### config.mk
export PLATFORM = sky130hd
export DESIGN_NAME = serial_flash_config_master
export DESIGN_NICKNAME = d
export VERILOG_FILES = /design/src/hw/flash_cfg_pkg.sv /design/src/hw/pin_sync.sv /design/src/hw/clock_rate_divider.sv /design/src/hw/serial_flash_config_master.sv
export SDC_FILE = /design/constraint.sdc
export NUM_CORES = 1
export LEC_CHECK = 0
export BUFFER_PORTS_ARGS = -buffer_cell sky130_fd_sc_hd__buf_2
export CAP_MARGIN = 20
export CORE_UTILIZATION = 60
export CTS_CLUSTER_SIZE = 28
export DETAILED_ROUTE_END_ITERATION = 16
export GPL_ROUTABILITY_DRIVEN = 0
export GPL_TIMING_DRIVEN = 0
export PLACE_DENSITY_LB_ADDON = 0.08
export RECOVER_POWER = 25
export SKIP_CTS_REPAIR_TIMING = 1
export SYNTH_ARGS = -nofsm -noshare
export SYNTH_HDL_FRONTEND = slang
export SYNTH_SLANG_ARGS = --single-unit
export TNS_END_PERCENT = 50
### constraint.sdc
create_clock -name core_clk -period 2.8 [get_ports core_clk]
set_input_delay 0.14 -clock core_clk [delete_from_list [all_inputs] [get_ports core_clk]]
set_output_delay 0.14 -clock core_clk [all_outputs]
set_load 0.02 [all_outputs]
### src/hw/flash_cfg_pkg.sv
// Purpose: shared constants, types and states of the serial flash configuration master
// Assumes: core_clk at 25 MHz, synchronous active-high reset
// Notes: stream is command, header word, payload words, then a 16-bit crc
package flash_cfg_pkg;

  localparam int CLK_PERIOD_NS     = 40;
  localparam int CLK_MHZ           = 25;
  localparam int PROG_MIN_NS       = 300;
  localparam int PROG_MIN_CYC      = (PROG_MIN_NS + CLK_PERIOD_NS - 1) / CLK_PERIOD_NS;
  localparam int CLEAR_TIME_NS_DEF = 1_000_000;
  localparam int PAYLOAD_WORDS_DEF = 16;

  localparam logic [2:0]  MODE_SERIAL_FLASH = 3'h1;
  localparam logic [7:0]  FLASH_READ_CMD    = 8'h03;
  localparam logic [23:0] FLASH_START_ADDR  = 24'h00_0000;
  localparam int          CMD_BITS          = 32;
  localparam int          WORD_BITS         = 32;
  localparam int          CRC_BITS          = 16;
  localparam logic [15:0] CRC_POLY          = 16'h1021;
  localparam logic [15:0] CRC_INIT          = 16'hFFFF;
  localparam int          HDR_FAST_BIT      = 0;

  // half periods of config clock in core_clk cycles, index is rate option
  localparam logic [4:0] HALF_SLOW   = 5'h18;
  localparam logic [4:0] HALF_RATE1  = 5'h0C;
  localparam logic [4:0] HALF_RATE2  = 5'h06;
  localparam logic [4:0] HALF_RATE3  = 5'h04;

  // synchroniser bit positions and reset value
  localparam int         SYNC_SERIAL = 0;
  localparam int         SYNC_INIT   = 1;
  localparam int         SYNC_PROG   = 2;
  localparam int         SYNC_MODE   = 3;
  localparam logic [5:0] SYNC_RESET  = 6'h06;

  typedef enum logic [3:0] {
    ST_HOLD, ST_CLEAR, ST_WAIT_INIT, ST_CMD, ST_HEADER,
    ST_PAYLOAD, ST_CRC, ST_DONE, ST_CRC_ERR, ST_BAD_MODE
  } state_e;

  typedef struct packed {
    logic flashSelectN;
    logic configClockOut;
    logic serialOut;
    logic chainOut;
  } flashPins_s;

endpackage

### src/hw/pin_sync.sv
// Purpose: three-stage synchroniser for pins from outside the core_clk domain
// Assumes: synchronous active-high reset
// Notes: output moves only when second and third stages agree
`timescale 1ns/1ps
module pin_sync
  import flash_cfg_pkg::*;
(
  // clock and reset
  input  wire logic       core_clk,
  input  wire logic       rst,
  // pins in, stable levels out
  input  wire logic [5:0] pinIn,
  output logic      [5:0] pinStable
);

  logic [5:0] stage1;
  logic [5:0] stage2;
  logic [5:0] stage3;

  genvar b;
  generate
    for (b = 0; b < 6; b++)
    begin : g_bit
      always_ff @(posedge core_clk)
      begin
        if (rst)
        begin
          stage1[b]    <= SYNC_RESET[b];
          stage2[b]    <= SYNC_RESET[b];
          stage3[b]    <= SYNC_RESET[b];
          pinStable[b] <= SYNC_RESET[b];
        end
        else
        begin
          stage1[b] <= pinIn[b];
          stage2[b] <= stage1[b];
          stage3[b] <= stage2[b];
          // agreement filter rejects a single-cycle glitch
          if (stage2[b] == stage3[b])
            pinStable[b] <= stage3[b];
        end
      end
    end
  endgenerate

endmodule // pin_sync

### src/hw/clock_rate_divider.sv
// Purpose: half-period tick for the configuration clock
// Assumes: halfPeriod of 2 or more
// Notes: counter restarts whenever run drops
`timescale 1ns/1ps
module clock_rate_divider
  import flash_cfg_pkg::*;
(
  // clock and reset
  input  wire logic       core_clk,
  input  wire logic       rst,
  // control
  input  wire logic       run,
  input  wire logic [4:0] halfPeriod,
  // one-cycle enable at each config clock edge
  output logic            tick
);

  logic [4:0] count;
  wire        atEnd = (count >= halfPeriod - 5'h1);

  assign tick = run & atEnd;

  always_ff @(posedge core_clk)
  begin
    if (rst || !run || atEnd)
      count <= 5'h0;
    else
      count <= count + 5'h1;
  end

endmodule // clock_rate_divider

### src/hw/serial_flash_config_master.sv
// Purpose: loads configuration from a serial flash at power-on or reprogram
// Assumes: core_clk 25 MHz; flash answers read with header, payload and crc
// Notes: clear time is a parameter so simulation can shorten it
`timescale 1ns/1ps
module serial_flash_config_master
  import flash_cfg_pkg::*;
#(
  parameter int CLEAR_TIME_NS = CLEAR_TIME_NS_DEF,
  parameter int PAYLOAD_WORDS = PAYLOAD_WORDS_DEF
)
(
  // clock and reset
  input  wire logic        core_clk,
  input  wire logic        rst,
  // flash link and chain pins
  output flashPins_s       pinOut,
  output flashPins_s       pinOe,
  input  wire logic        serialIn,
  // open-drain init indicator
  input  wire logic        initIn,
  output logic             initDrive,
  output logic             initOe,
  // open-drain done flag
  output logic             doneDrive,
  output logic             doneOe,
  // reprogram and straps
  input  wire logic        reprogram_n,
  input  wire logic [2:0]  modeSelect,
  input  wire logic [1:0]  clock_rate_option,
  // loaded data stream
  output logic [31:0]      configWord,
  output logic             configWordValid,
  // status
  output logic             configDone,
  output logic             crcError,
  output logic             modeError,
  output logic             fastRate
);

  localparam int CLEAR_CYC = (CLEAR_TIME_NS * CLK_MHZ + 999) / 1000;
  localparam logic [19:0] CLEAR_LAST = 20'(CLEAR_CYC - 1);
  localparam logic [3:0]  PROG_MIN   = 4'(PROG_MIN_CYC);
  localparam logic [15:0] WORD_LAST  = 16'(PAYLOAD_WORDS - 1);

  state_e      state;
  state_e      next_state;
  logic [19:0] clearCnt;
  logic [19:0] next_clearCnt;
  logic [3:0]  progLowCnt;
  logic        sclk;
  logic        next_sclk;
  logic [5:0]  bitCnt;
  logic [5:0]  next_bitCnt;
  logic [15:0] wordCnt;
  logic [15:0] next_wordCnt;
  logic [31:0] cmdShift;
  logic [31:0] next_cmdShift;
  logic [31:0] inShift;
  logic [31:0] next_inShift;
  logic [15:0] crc;
  logic [15:0] next_crc;
  logic        chainBit;
  logic        next_chainBit;
  logic        next_fastRate;
  logic        next_wordValid;
  logic [31:0] next_configWord;
  logic        tick;
  logic [5:0]  syncOut;
  logic [4:0]  rateHalf;

  // decoded pin levels
  wire        serialSync = syncOut[SYNC_SERIAL];
  wire        initSync   = syncOut[SYNC_INIT];
  wire        progSync   = syncOut[SYNC_PROG];
  wire [2:0]  modeSync   = syncOut[SYNC_MODE +: 3];
  wire        progHeld   = (progLowCnt == PROG_MIN);
  wire        linkActive = (state == ST_CMD) || (state == ST_HEADER) ||
                           (state == ST_PAYLOAD) || (state == ST_CRC);
  wire        riseEdge   = tick & ~sclk;
  wire        fallEdge   = tick & sclk;
  wire        crcFb      = crc[15] ^ serialSync;
  wire [15:0] crcStep    = {crc[14:0], 1'b0} ^ (crcFb ? CRC_POLY : 16'h0000);
  wire [31:0] inNext     = {inShift[30:0], serialSync};
  wire        pinsFloat  = (state == ST_HOLD);
  wire        afterDone  = (state == ST_DONE);
  wire [5:0]  phaseLen   = (state == ST_CRC) ? 6'(CRC_BITS) : 6'(WORD_BITS);
  wire        phaseEnd   = fallEdge && (bitCnt == phaseLen);

  pin_sync u_sync (
    .core_clk  (core_clk),
    .rst       (rst),
    .pinIn     ({modeSelect, reprogram_n, initIn, serialIn}),
    .pinStable (syncOut)
  );

  // lowest rate until the header asks for more
  assign rateHalf = !fastRate ? HALF_SLOW :
                    (clock_rate_option == 2'h1) ? HALF_RATE1 :
                    (clock_rate_option == 2'h2) ? HALF_RATE2 :
                    (clock_rate_option == 2'h3) ? HALF_RATE3 : HALF_SLOW;

  clock_rate_divider u_div (
    .core_clk   (core_clk),
    .rst        (rst),
    .run        (linkActive),
    .halfPeriod (rateHalf),
    .tick       (tick)
  );

  // pin drive values
  assign pinOut.flashSelectN   = ~linkActive;
  assign pinOut.configClockOut = sclk;
  assign pinOut.serialOut      = cmdShift[31];
  assign pinOut.chainOut       = chainBit;

  // everything floats under reprogram; after done the pins belong to user logic
  assign pinOe.flashSelectN    = ~pinsFloat & ~afterDone;
  assign pinOe.configClockOut  = ~pinsFloat & ~afterDone;
  assign pinOe.serialOut       = ~pinsFloat & ~afterDone;
  assign pinOe.chainOut        = ~pinsFloat & ~afterDone;

  assign initDrive  = 1'b0;
  assign initOe     = (state == ST_CLEAR) || (state == ST_CRC_ERR);
  assign doneDrive  = 1'b0;
  assign doneOe     = ~pinsFloat & ~afterDone;
  assign configDone = afterDone;
  assign crcError   = (state == ST_CRC_ERR);
  assign modeError  = (state == ST_BAD_MODE);

  // reprogram low-time filter, saturates at the minimum pulse
  always_ff @(posedge core_clk)
  begin
    if (rst || progSync)
      progLowCnt <= 4'h0;
    else if (!progHeld)
      progLowCnt <= progLowCnt + 4'h1;
  end

  always_comb
  begin
    next_state      = state;
    next_clearCnt   = clearCnt;
    next_sclk       = sclk;
    next_bitCnt     = bitCnt;
    next_wordCnt    = wordCnt;
    next_cmdShift   = cmdShift;
    next_inShift    = inShift;
    next_crc        = crc;
    next_chainBit   = chainBit;
    next_fastRate   = fastRate;
    next_wordValid  = 1'b0;
    next_configWord = configWord;

    if (riseEdge)
    begin
      next_sclk = 1'b1;
      if (state != ST_CMD)
      begin
        next_inShift  = inNext;
        next_chainBit = serialSync;
        next_bitCnt   = bitCnt + 6'h1;
      end
      else
        next_bitCnt = bitCnt + 6'h1;
      if (state == ST_PAYLOAD)
      begin
        next_crc = crcStep;
        if (bitCnt == 6'(WORD_BITS - 1))
        begin
          next_configWord = inNext;
          next_wordValid  = 1'b1;
        end
      end
    end
    else if (fallEdge)
    begin
      next_sclk     = 1'b0;
      next_cmdShift = {cmdShift[30:0], 1'b0};
    end

    case (state)
      ST_HOLD:
      begin
        if (progSync)
          next_state = ST_CLEAR;
      end
      ST_CLEAR:
      begin
        next_clearCnt = clearCnt + 20'h0_0001;
        if (clearCnt == CLEAR_LAST)
          next_state = ST_WAIT_INIT;
      end
      ST_WAIT_INIT:
      begin
        // an outside agent may keep init low until the flash wakes
        if (initSync)
        begin
          if (modeSync == MODE_SERIAL_FLASH)
          begin
            next_state    = ST_CMD;
            next_cmdShift = {FLASH_READ_CMD, FLASH_START_ADDR};
            next_bitCnt   = 6'h0;
          end
          else
            next_state = ST_BAD_MODE;
        end
      end
      ST_CMD:
      begin
        if (phaseEnd)
        begin
          next_state  = ST_HEADER;
          next_bitCnt = 6'h0;
        end
      end
      ST_HEADER:
      begin
        if (phaseEnd)
        begin
          next_state    = ST_PAYLOAD;
          next_bitCnt   = 6'h0;
          next_fastRate = inShift[HDR_FAST_BIT];
          next_crc      = CRC_INIT;
          next_wordCnt  = 16'h0;
        end
      end
      ST_PAYLOAD:
      begin
        if (phaseEnd)
        begin
          next_bitCnt  = 6'h0;
          next_wordCnt = wordCnt + 16'h1;
          if (wordCnt == WORD_LAST)
            next_state = ST_CRC;
        end
      end
      ST_CRC:
      begin
        if (phaseEnd)
        begin
          // no retry: a bad load waits for reprogram
          if (inShift[15:0] == crc)
            next_state = ST_DONE;
          else
            next_state = ST_CRC_ERR;
        end
      end
      ST_DONE, ST_CRC_ERR, ST_BAD_MODE:
      begin
        next_sclk = 1'b0;
      end
      default:
      begin
        next_state = ST_CLEAR;
      end
    endcase

    // a held reprogram overrides the next state and aborts the load; configWord, inShift, crc and wordCnt keep their values
    if (progHeld)
    begin
      next_state    = ST_HOLD;
      next_clearCnt = 20'h0_0000;
      next_sclk     = 1'b0;
      next_fastRate = 1'b0;
      next_bitCnt   = 6'h0;
      next_cmdShift = 32'h0000_0000;
      next_chainBit = 1'b0;
    end
  end

  always_ff @(posedge core_clk)
  begin
    if (rst)
    begin
      state    <= ST_CLEAR;
      clearCnt <= 20'h0_0000;
      sclk     <= 1'b0;
      fastRate <= 1'b0;
    end
    else
    begin
      state    <= next_state;
      clearCnt <= next_clearCnt;
      sclk     <= next_sclk;
      fastRate <= next_fastRate;
    end
  end

  always_ff @(posedge core_clk)
  begin
    if (rst)
    begin
      bitCnt   <= 6'h0;
      wordCnt  <= 16'h0;
      cmdShift <= 32'h0000_0000;
      inShift  <= 32'h0000_0000;
      crc      <= CRC_INIT;
      chainBit <= 1'b0;
    end
    else
    begin
      bitCnt   <= next_bitCnt;
      wordCnt  <= next_wordCnt;
      cmdShift <= next_cmdShift;
      inShift  <= next_inShift;
      crc      <= next_crc;
      chainBit <= next_chainBit;
    end
  end

  always_ff @(posedge core_clk)
  begin
    if (rst)
    begin
      configWord      <= 32'h0000_0000;
      configWordValid <= 1'b0;
    end
    else
    begin
      configWord      <= next_configWord;
      configWordValid <= next_wordValid;
    end
  end

endmodule // serial_flash_config_master

# == After elaboration in Yosys (flattened, before gate mapping) ==
# Cells that the tools add are included.
# word_totals
register_bits,194
latch_bits,0
mem_bits_rw,0
mem_bits_ro,0
in_bits,10
output_inout_bits,49
wordCells,163
mem_count,0
# op_classes
addsub,6
n_mul,0
div,0
order_cmp,1
n_eq_ne,43
shifts,0
mux,38
bitwise_logic,13
reduce_logical,23
# op_table
operator,n
$mux 32,5
$mux 16,6
$mux 4,10
$pmux 16 s2,1
$pmux 4 s8,1
$mux 6,5
$add 20x1->20 const B,1
$eq 20x15->1 const B,1
$mux 5,4
$reduce_and 9->1,2
$add 16x1->16 const B,1
$eq 16x16->1,1
$eq 16x4->1 const B,1
$eq 4x3->1 const B,4
$xor 16x13->16,1
$mux 13,1
$eq 4x4->1 const B,3
$ne 3x2->1 const B,4
$ne 3x3->1 const B,4
$pmux 6 s2,1
$ne 2x2->1 const B,5
$reduce_or 3->1,3
$eq 4x2->1 const B,2
$ne 2x1->1 const B,4
other kinds (26),53

# == Longest topological paths before layout ==
# depth
word_depth,14
mapped_depth,11
ltp_nobuf,9

# == Cells and area by module ==
# A second synthesis with hierarchy kept.
# hier_totals
hier_cells,959
area_unflattened_um2,7941.4
# modules_own_cells
mod,instances,cells_each,area_each_um2,seq_area_each_um2
serial_flash_config_master,1,858,6855.3,3303.2
pin_sync,1,62,706.9,480.5
clock_rate_divider,1,39,379.1,100.1

# == Worst setup path before layout ==
# No wires, ideal clock.
# synth_timing
path_type,reg2reg
start,register fastRate
end,register wordCnt[5]
setup_time_ps,70
t_arrival_ps,2480
required_time_ps,2730
slack_ps,251
stages_incl_launch_ff,10
n_path_buf,0
synth_period_minus_slack_ps,2549
cell_sequence,dfxtp_1 -> and2_1 -> nand2b_1 -> ha_1 -> nand3_1 -> o22ai_1 -> o211ai_2 -> or4_4 -> or3_1 -> a21oi_1
# synth_via
elab_chain_len,8
word_cells_on_any_way,9
classes_between,add/sub (1); order compare (1); eq/ne (2); mux (1); bitwise (2); reduce/logical (2)
# synth_rtl
item,line_no,text
start: declaration,serial_flash_config_master.sv:37,output logic fastRate
start signal: assignment,serial_flash_config_master.sv:285,fastRate <= next_fastRate;
$mux 5 *,serial_flash_config_master.sv:97,assign rateHalf = !fastRate ? HALF_SLOW :
$sub 5x1->5 *,clock_rate_divider.sv:19,wire atEnd = (count >= halfPeriod - 5'h1);
$ge 5x5->1 *,clock_rate_divider.sv:19,
$and 1x1->1 *,clock_rate_divider.sv:21,assign tick = run & atEnd;
$and 1x1->1 *,serial_flash_config_master.sv:80,wire fallEdge = tick & sclk;
$logic_and 1x1->1 *,serial_flash_config_master.sv:87,wire phaseEnd = fallEdge && (bitCnt == phaseLen);
$ne 2x2->1 (no source line),--,
$reduce_and 3->1 (no source line) *,--,
end signal: assignment,serial_flash_config_master.sv:303,wordCnt <= next_wordCnt;
end: declaration,serial_flash_config_master.sv:54,logic [15:0] wordCnt;
# Every way passes the cells marked *; elsewhere a longest branch is shown, timed or not.
# A chain may end at the register's enable or synchronous reset.

# == Worst setup path after layout ==
# layout_timing
start,register fastRate
end,register crc[9]
# layout_via
elab_chain_len,8
word_cells_on_any_way,10
classes_between,add/sub (1); order compare (1); mux (4); bitwise (3); reduce/logical (1)
# layout_rtl
item,line_no,text
$mux 5 *,serial_flash_config_master.sv:97,
$sub 5x1->5 *,clock_rate_divider.sv:19,
$ge 5x5->1 *,clock_rate_divider.sv:19,
$and 1x1->1 *,clock_rate_divider.sv:21,
"$and 1x1->1, on equally long branches","serial_flash_config_master.sv:79, serial_flash_config_master.sv:80",
$mux 16 or $logic_and 1x1->1 (tied branches),"serial_flash_config_master.sv:154, serial_flash_config_master.sv:87",
$mux 16,serial_flash_config_master.sv:218,if (phaseEnd)
$mux 16 *,serial_flash_config_master.sv:181,case (state)
end signal: assignment,serial_flash_config_master.sv:306,crc <= next_crc;
end: declaration,serial_flash_config_master.sv:60,logic [15:0] crc;
# Marks and branches as above.

==> flow_summary.toml <==
[run_status]
outcome = "complete, no violations"

[sta]
grt_setup_unrepaired = "yes"
final_max_slew_viol_count = 0
clock-skew-final_ps = 10.7
postLayoutSetupSlackWorst_ps = 143
maxClockFrequency_mhz = 376
timing.setup.tns_ps = 0
hold_viol = 0
final_period_minus_worst_setup_slack_ps = 2660
layout_worst_path_cycle_share_pct = 94.9
finalSetupViolCount = 0
maxSlewHeadroom_pct = 56.4
worst-slew-pin-transition_ps = 654

[logic_synthesis]
synthMuxAreaShare_pct = 5.97
asyncSetResetFlopFracSynth_pct = 0
synth-compound-area-share_pct = 9.12
post_synth_xor_area_fraction_pct = 6.43
synthDistinctLibCells = 56
yosys.area.top_type = "sky130_fd_sc_hd__dfxtp_1"
synthesis.instances = 905
dominantRegCellSynth = "sky130_fd_sc_hd__dfxtp_1"
synth.top_cell.area_share_pct = 49.2
synth_seq_cells = 194
synthesis.yosys.warnings = 0
synthesis.area_per_instance_um2 = 8.73
synth_top_family_by_area = "simple AND/OR/NAND/NOR gates"
synth-edff-count = 0
synth-simple-area-share_pct = 23.5
syn_area_um2 = 7900
ys_top_cells_by_area = "sky130_fd_sc_hd__dfxtp_1, sky130_fd_sc_hd__nand2_1, sky130_fd_sc_hd__mux2i_1, sky130_fd_sc_hd__a21oi_1, sky130_fd_sc_hd__nor2_1"
synth-seq-area-share_pct = 49.2
post_synth_fa_ha_maj_area_fraction_pct = 1.74

[cells_and_area]
post_route_cell_area_um2 = 9070
area_delta_synth_final_pct = 14.8
layout.cells.most_common_list = "sky130_fd_sc_hd__dfxtp_1, sky130_fd_sc_hd__nand2_1, sky130_fd_sc_hd__nor2_1, sky130_fd_sc_hd__a21oi_1, sky130_fd_sc_hd__clkbuf_1"
nets = 1011
finish.cell_count_without_fillers = 1175
seq_area_um2 = 3880
antenna_cells_inserted = 0
fillCellCount = 1052
multiInputGateArea_um2 = 3730
mostFrequentLayoutCell = "sky130_fd_sc_hd__dfxtp_1"
drive_gt1_share_pct = 10.7

[routing]
firstDrtPassIters = 5
postRouteWirelength_um = 16000
vias = 6216
drc_errors_left = 0
post_detailed_route_wirelength_per_cell_um = 13.6
drt.antenna.violating_nets = 0
avgViaCountPerCell = 5.29
first_iter_violations = 256

[place]
postPlaceCellArea_um2 = 8400
post_detailed_placement_half_perimeter_wirelength_um = 10900
placement.io_buffers = 55
numPlacedInstances = 1133
placement.setup.worst_slack_ps = -161

[hold_path]
hold_start = "rst"
hp-class = "in -> reg"
hold_depth = 3
hold_path_end = "crc[0]"

[power_and_ir_drop]
vdd.ir_drop.worst_mv = 0.546
p_total_mw = 5.98
pwr_density_cell_nw_per_um2 = 660
p_leak_nw = 3.60

[critical_path]
rr_endpoint = "crc[9]"
startpoint_of_the_worst_slack_reg_to_reg_timing_path = "fastRate"
cp_data_arrival_time_ps = 2970
maximum_fanout_along_the_worst_path = 10
setup.worst_path.start_class = "flip-flop"
worst-r2r-setup-slack_ps = 140
endpoint_kind = "flip-flop"
critical_path_class = "reg -> reg"
reg2regPathDepth = 11
worst_ep_required_time_ps = 3110

[cts]
cts_tree = "built"
cts.sinks = 194
worst_setup_hold_path_clk_slew_ps = 70
tritoncts.num_buffers = 17
cts_htree_levels = 4
worstSkewPairLatency_ps = 430
cts_buffer_depth = 2
clk_root_buffer_cell = "sky130_fd_sc_hd__clkbuf_16"

[global_routing]
grt.met1_usage_pct = 30.9
use_met3_pct = 5.92
globalRouteOverflowTotal = 0
grt_pass1_vias = 5738
grt_util_met2_pct = 41.5
grt_max_degree = 18
globalRouteTotalUtil_pct = 24.7
first_pass_grt_wire_length_um = 26300
antenna_found_initial = 0
globalRoute.busiestLayer = "met2"

[floorplan]
floorplan.die.width_um = 117
die-area_um2 = 13600
initial_core_util_pct = 62.1
dieHeight_um = 117
coreArea_um2 = 12700
design.portCount = 59
floorplan.rows = 41

[run]
max_cap_viol_count = 0
[how the worst max path moves through the flow]
stage / start / to / cells past startpoint
CTS: fastRate / wordCnt[4] / 11
detailed placement: fastRate / wordCnt[11] / 11
finish: fastRate / crc[9] / 11
global route: fastRate / wordCnt[4] / 10
floorplan: fastRate / wordCnt[5] / 9
global placement: fastRate / wordCnt[4] / 11
[registers in the layout, summed over array words and instances, names as in the netlist, 4 cells and up]
name and cells:
u_div.count 5, bitCnt 6, u_sync.stage2 6, configWord 32, progLowCnt 4, inShift 31
cmdShift 32, u_sync.stage3 6, u_sync.stage1 6, u_sync.pinStable 6, wordCnt 16, clearCnt 20
crc 16, state 4
[Yosys cell counts (3+ instances only)]
master and instances:
sky130_fd_sc_hd__dfxtp_1 194, sky130_fd_sc_hd__nand2_1 172, sky130_fd_sc_hd__nor2_1 93, sky130_fd_sc_hd__a21oi_1 88, sky130_fd_sc_hd__mux2i_1 46, sky130_fd_sc_hd__xor2_1 35
sky130_fd_sc_hd__clkbuf_1 33, sky130_fd_sc_hd__xnor2_1 23, sky130_fd_sc_hd__nor3_1 21, sky130_fd_sc_hd__nand3_1 17, sky130_fd_sc_hd__inv_1 15, sky130_fd_sc_hd__nor2b_1 15
sky130_fd_sc_hd__buf_2 12, sky130_fd_sc_hd__nor4_1 12, sky130_fd_sc_hd__o21ai_0 12, sky130_fd_sc_hd__ha_1 11, sky130_fd_sc_hd__nand4_1 11, sky130_fd_sc_hd__nand2b_1 10
sky130_fd_sc_hd__buf_4 9, sky130_fd_sc_hd__or2_2 9, sky130_fd_sc_hd__and3_1 8, sky130_fd_sc_hd__or3_1 8, sky130_fd_sc_hd__o21bai_1 4, sky130_fd_sc_hd__a31oi_1 3
sky130_fd_sc_hd__and2_1 3, sky130_fd_sc_hd__nor4b_1 3
[logic make-up after synthesis]
logic type / Yosys count
adder cells (fa/ha/maj): 11
multiplexers: 47
XOR/XNOR: 58
flip-flops: 194
AO/OA/AOI/OAI: 125
buffers and inverters: 70
other: 1
AND/OR/NAND/NOR: 399
[routing by layer]
metal,up-vias,wire [um]
li1,3193,-
met1,2860,7340
met2,137,7620
met3,26,782
met4,0,273
met5,-,0
[critical path: stages (launching register included)]
cell and delay [ps]:
sky130_fd_sc_hd__dfxtp_1 400, sky130_fd_sc_hd__and2_1 180, sky130_fd_sc_hd__nand2b_1 70, sky130_fd_sc_hd__ha_1 290, sky130_fd_sc_hd__a21oi_1 180, sky130_fd_sc_hd__o22ai_2 150, sky130_fd_sc_hd__o211a_1 280, sky130_fd_sc_hd__clkbuf_4 210
sky130_fd_sc_hd__nand2_4 180, sky130_fd_sc_hd__clkbuf_4 260, sky130_fd_sc_hd__mux2i_1 250, sky130_fd_sc_hd__nand2_1 90
[power breakdown]
part | leakage, nW | internal (mW) | switching, mW
registers | 1.57 | 2.80 | 0.0406
logic | 1.74 | 0.270 | 0.446
clock network | 0.292 | 1.36 | 1.07
total | 3.60 | 4.43 | 1.55
[layout make-up]
cell class,count,area share [%]
Timing Repair Buffer,65,3.57
Clock buffer,19,4.88
Tap cell,172,2.37
Clock inverter,13,1.60
Inverter,15,0.621
Multi-Input combinational cell,642,41.1
Sequential cell,194,42.8
Buffer,55,3.03
[per-stage QoR]
step                util, %  hold slack (ps)
finish                 71.3              279
global route           71.3              306
CTS                    70.6             -122
detailed placement     66.0              326
global placement       66.0              323
floorplan                 -              244
(Power assumes the default switching activity.)
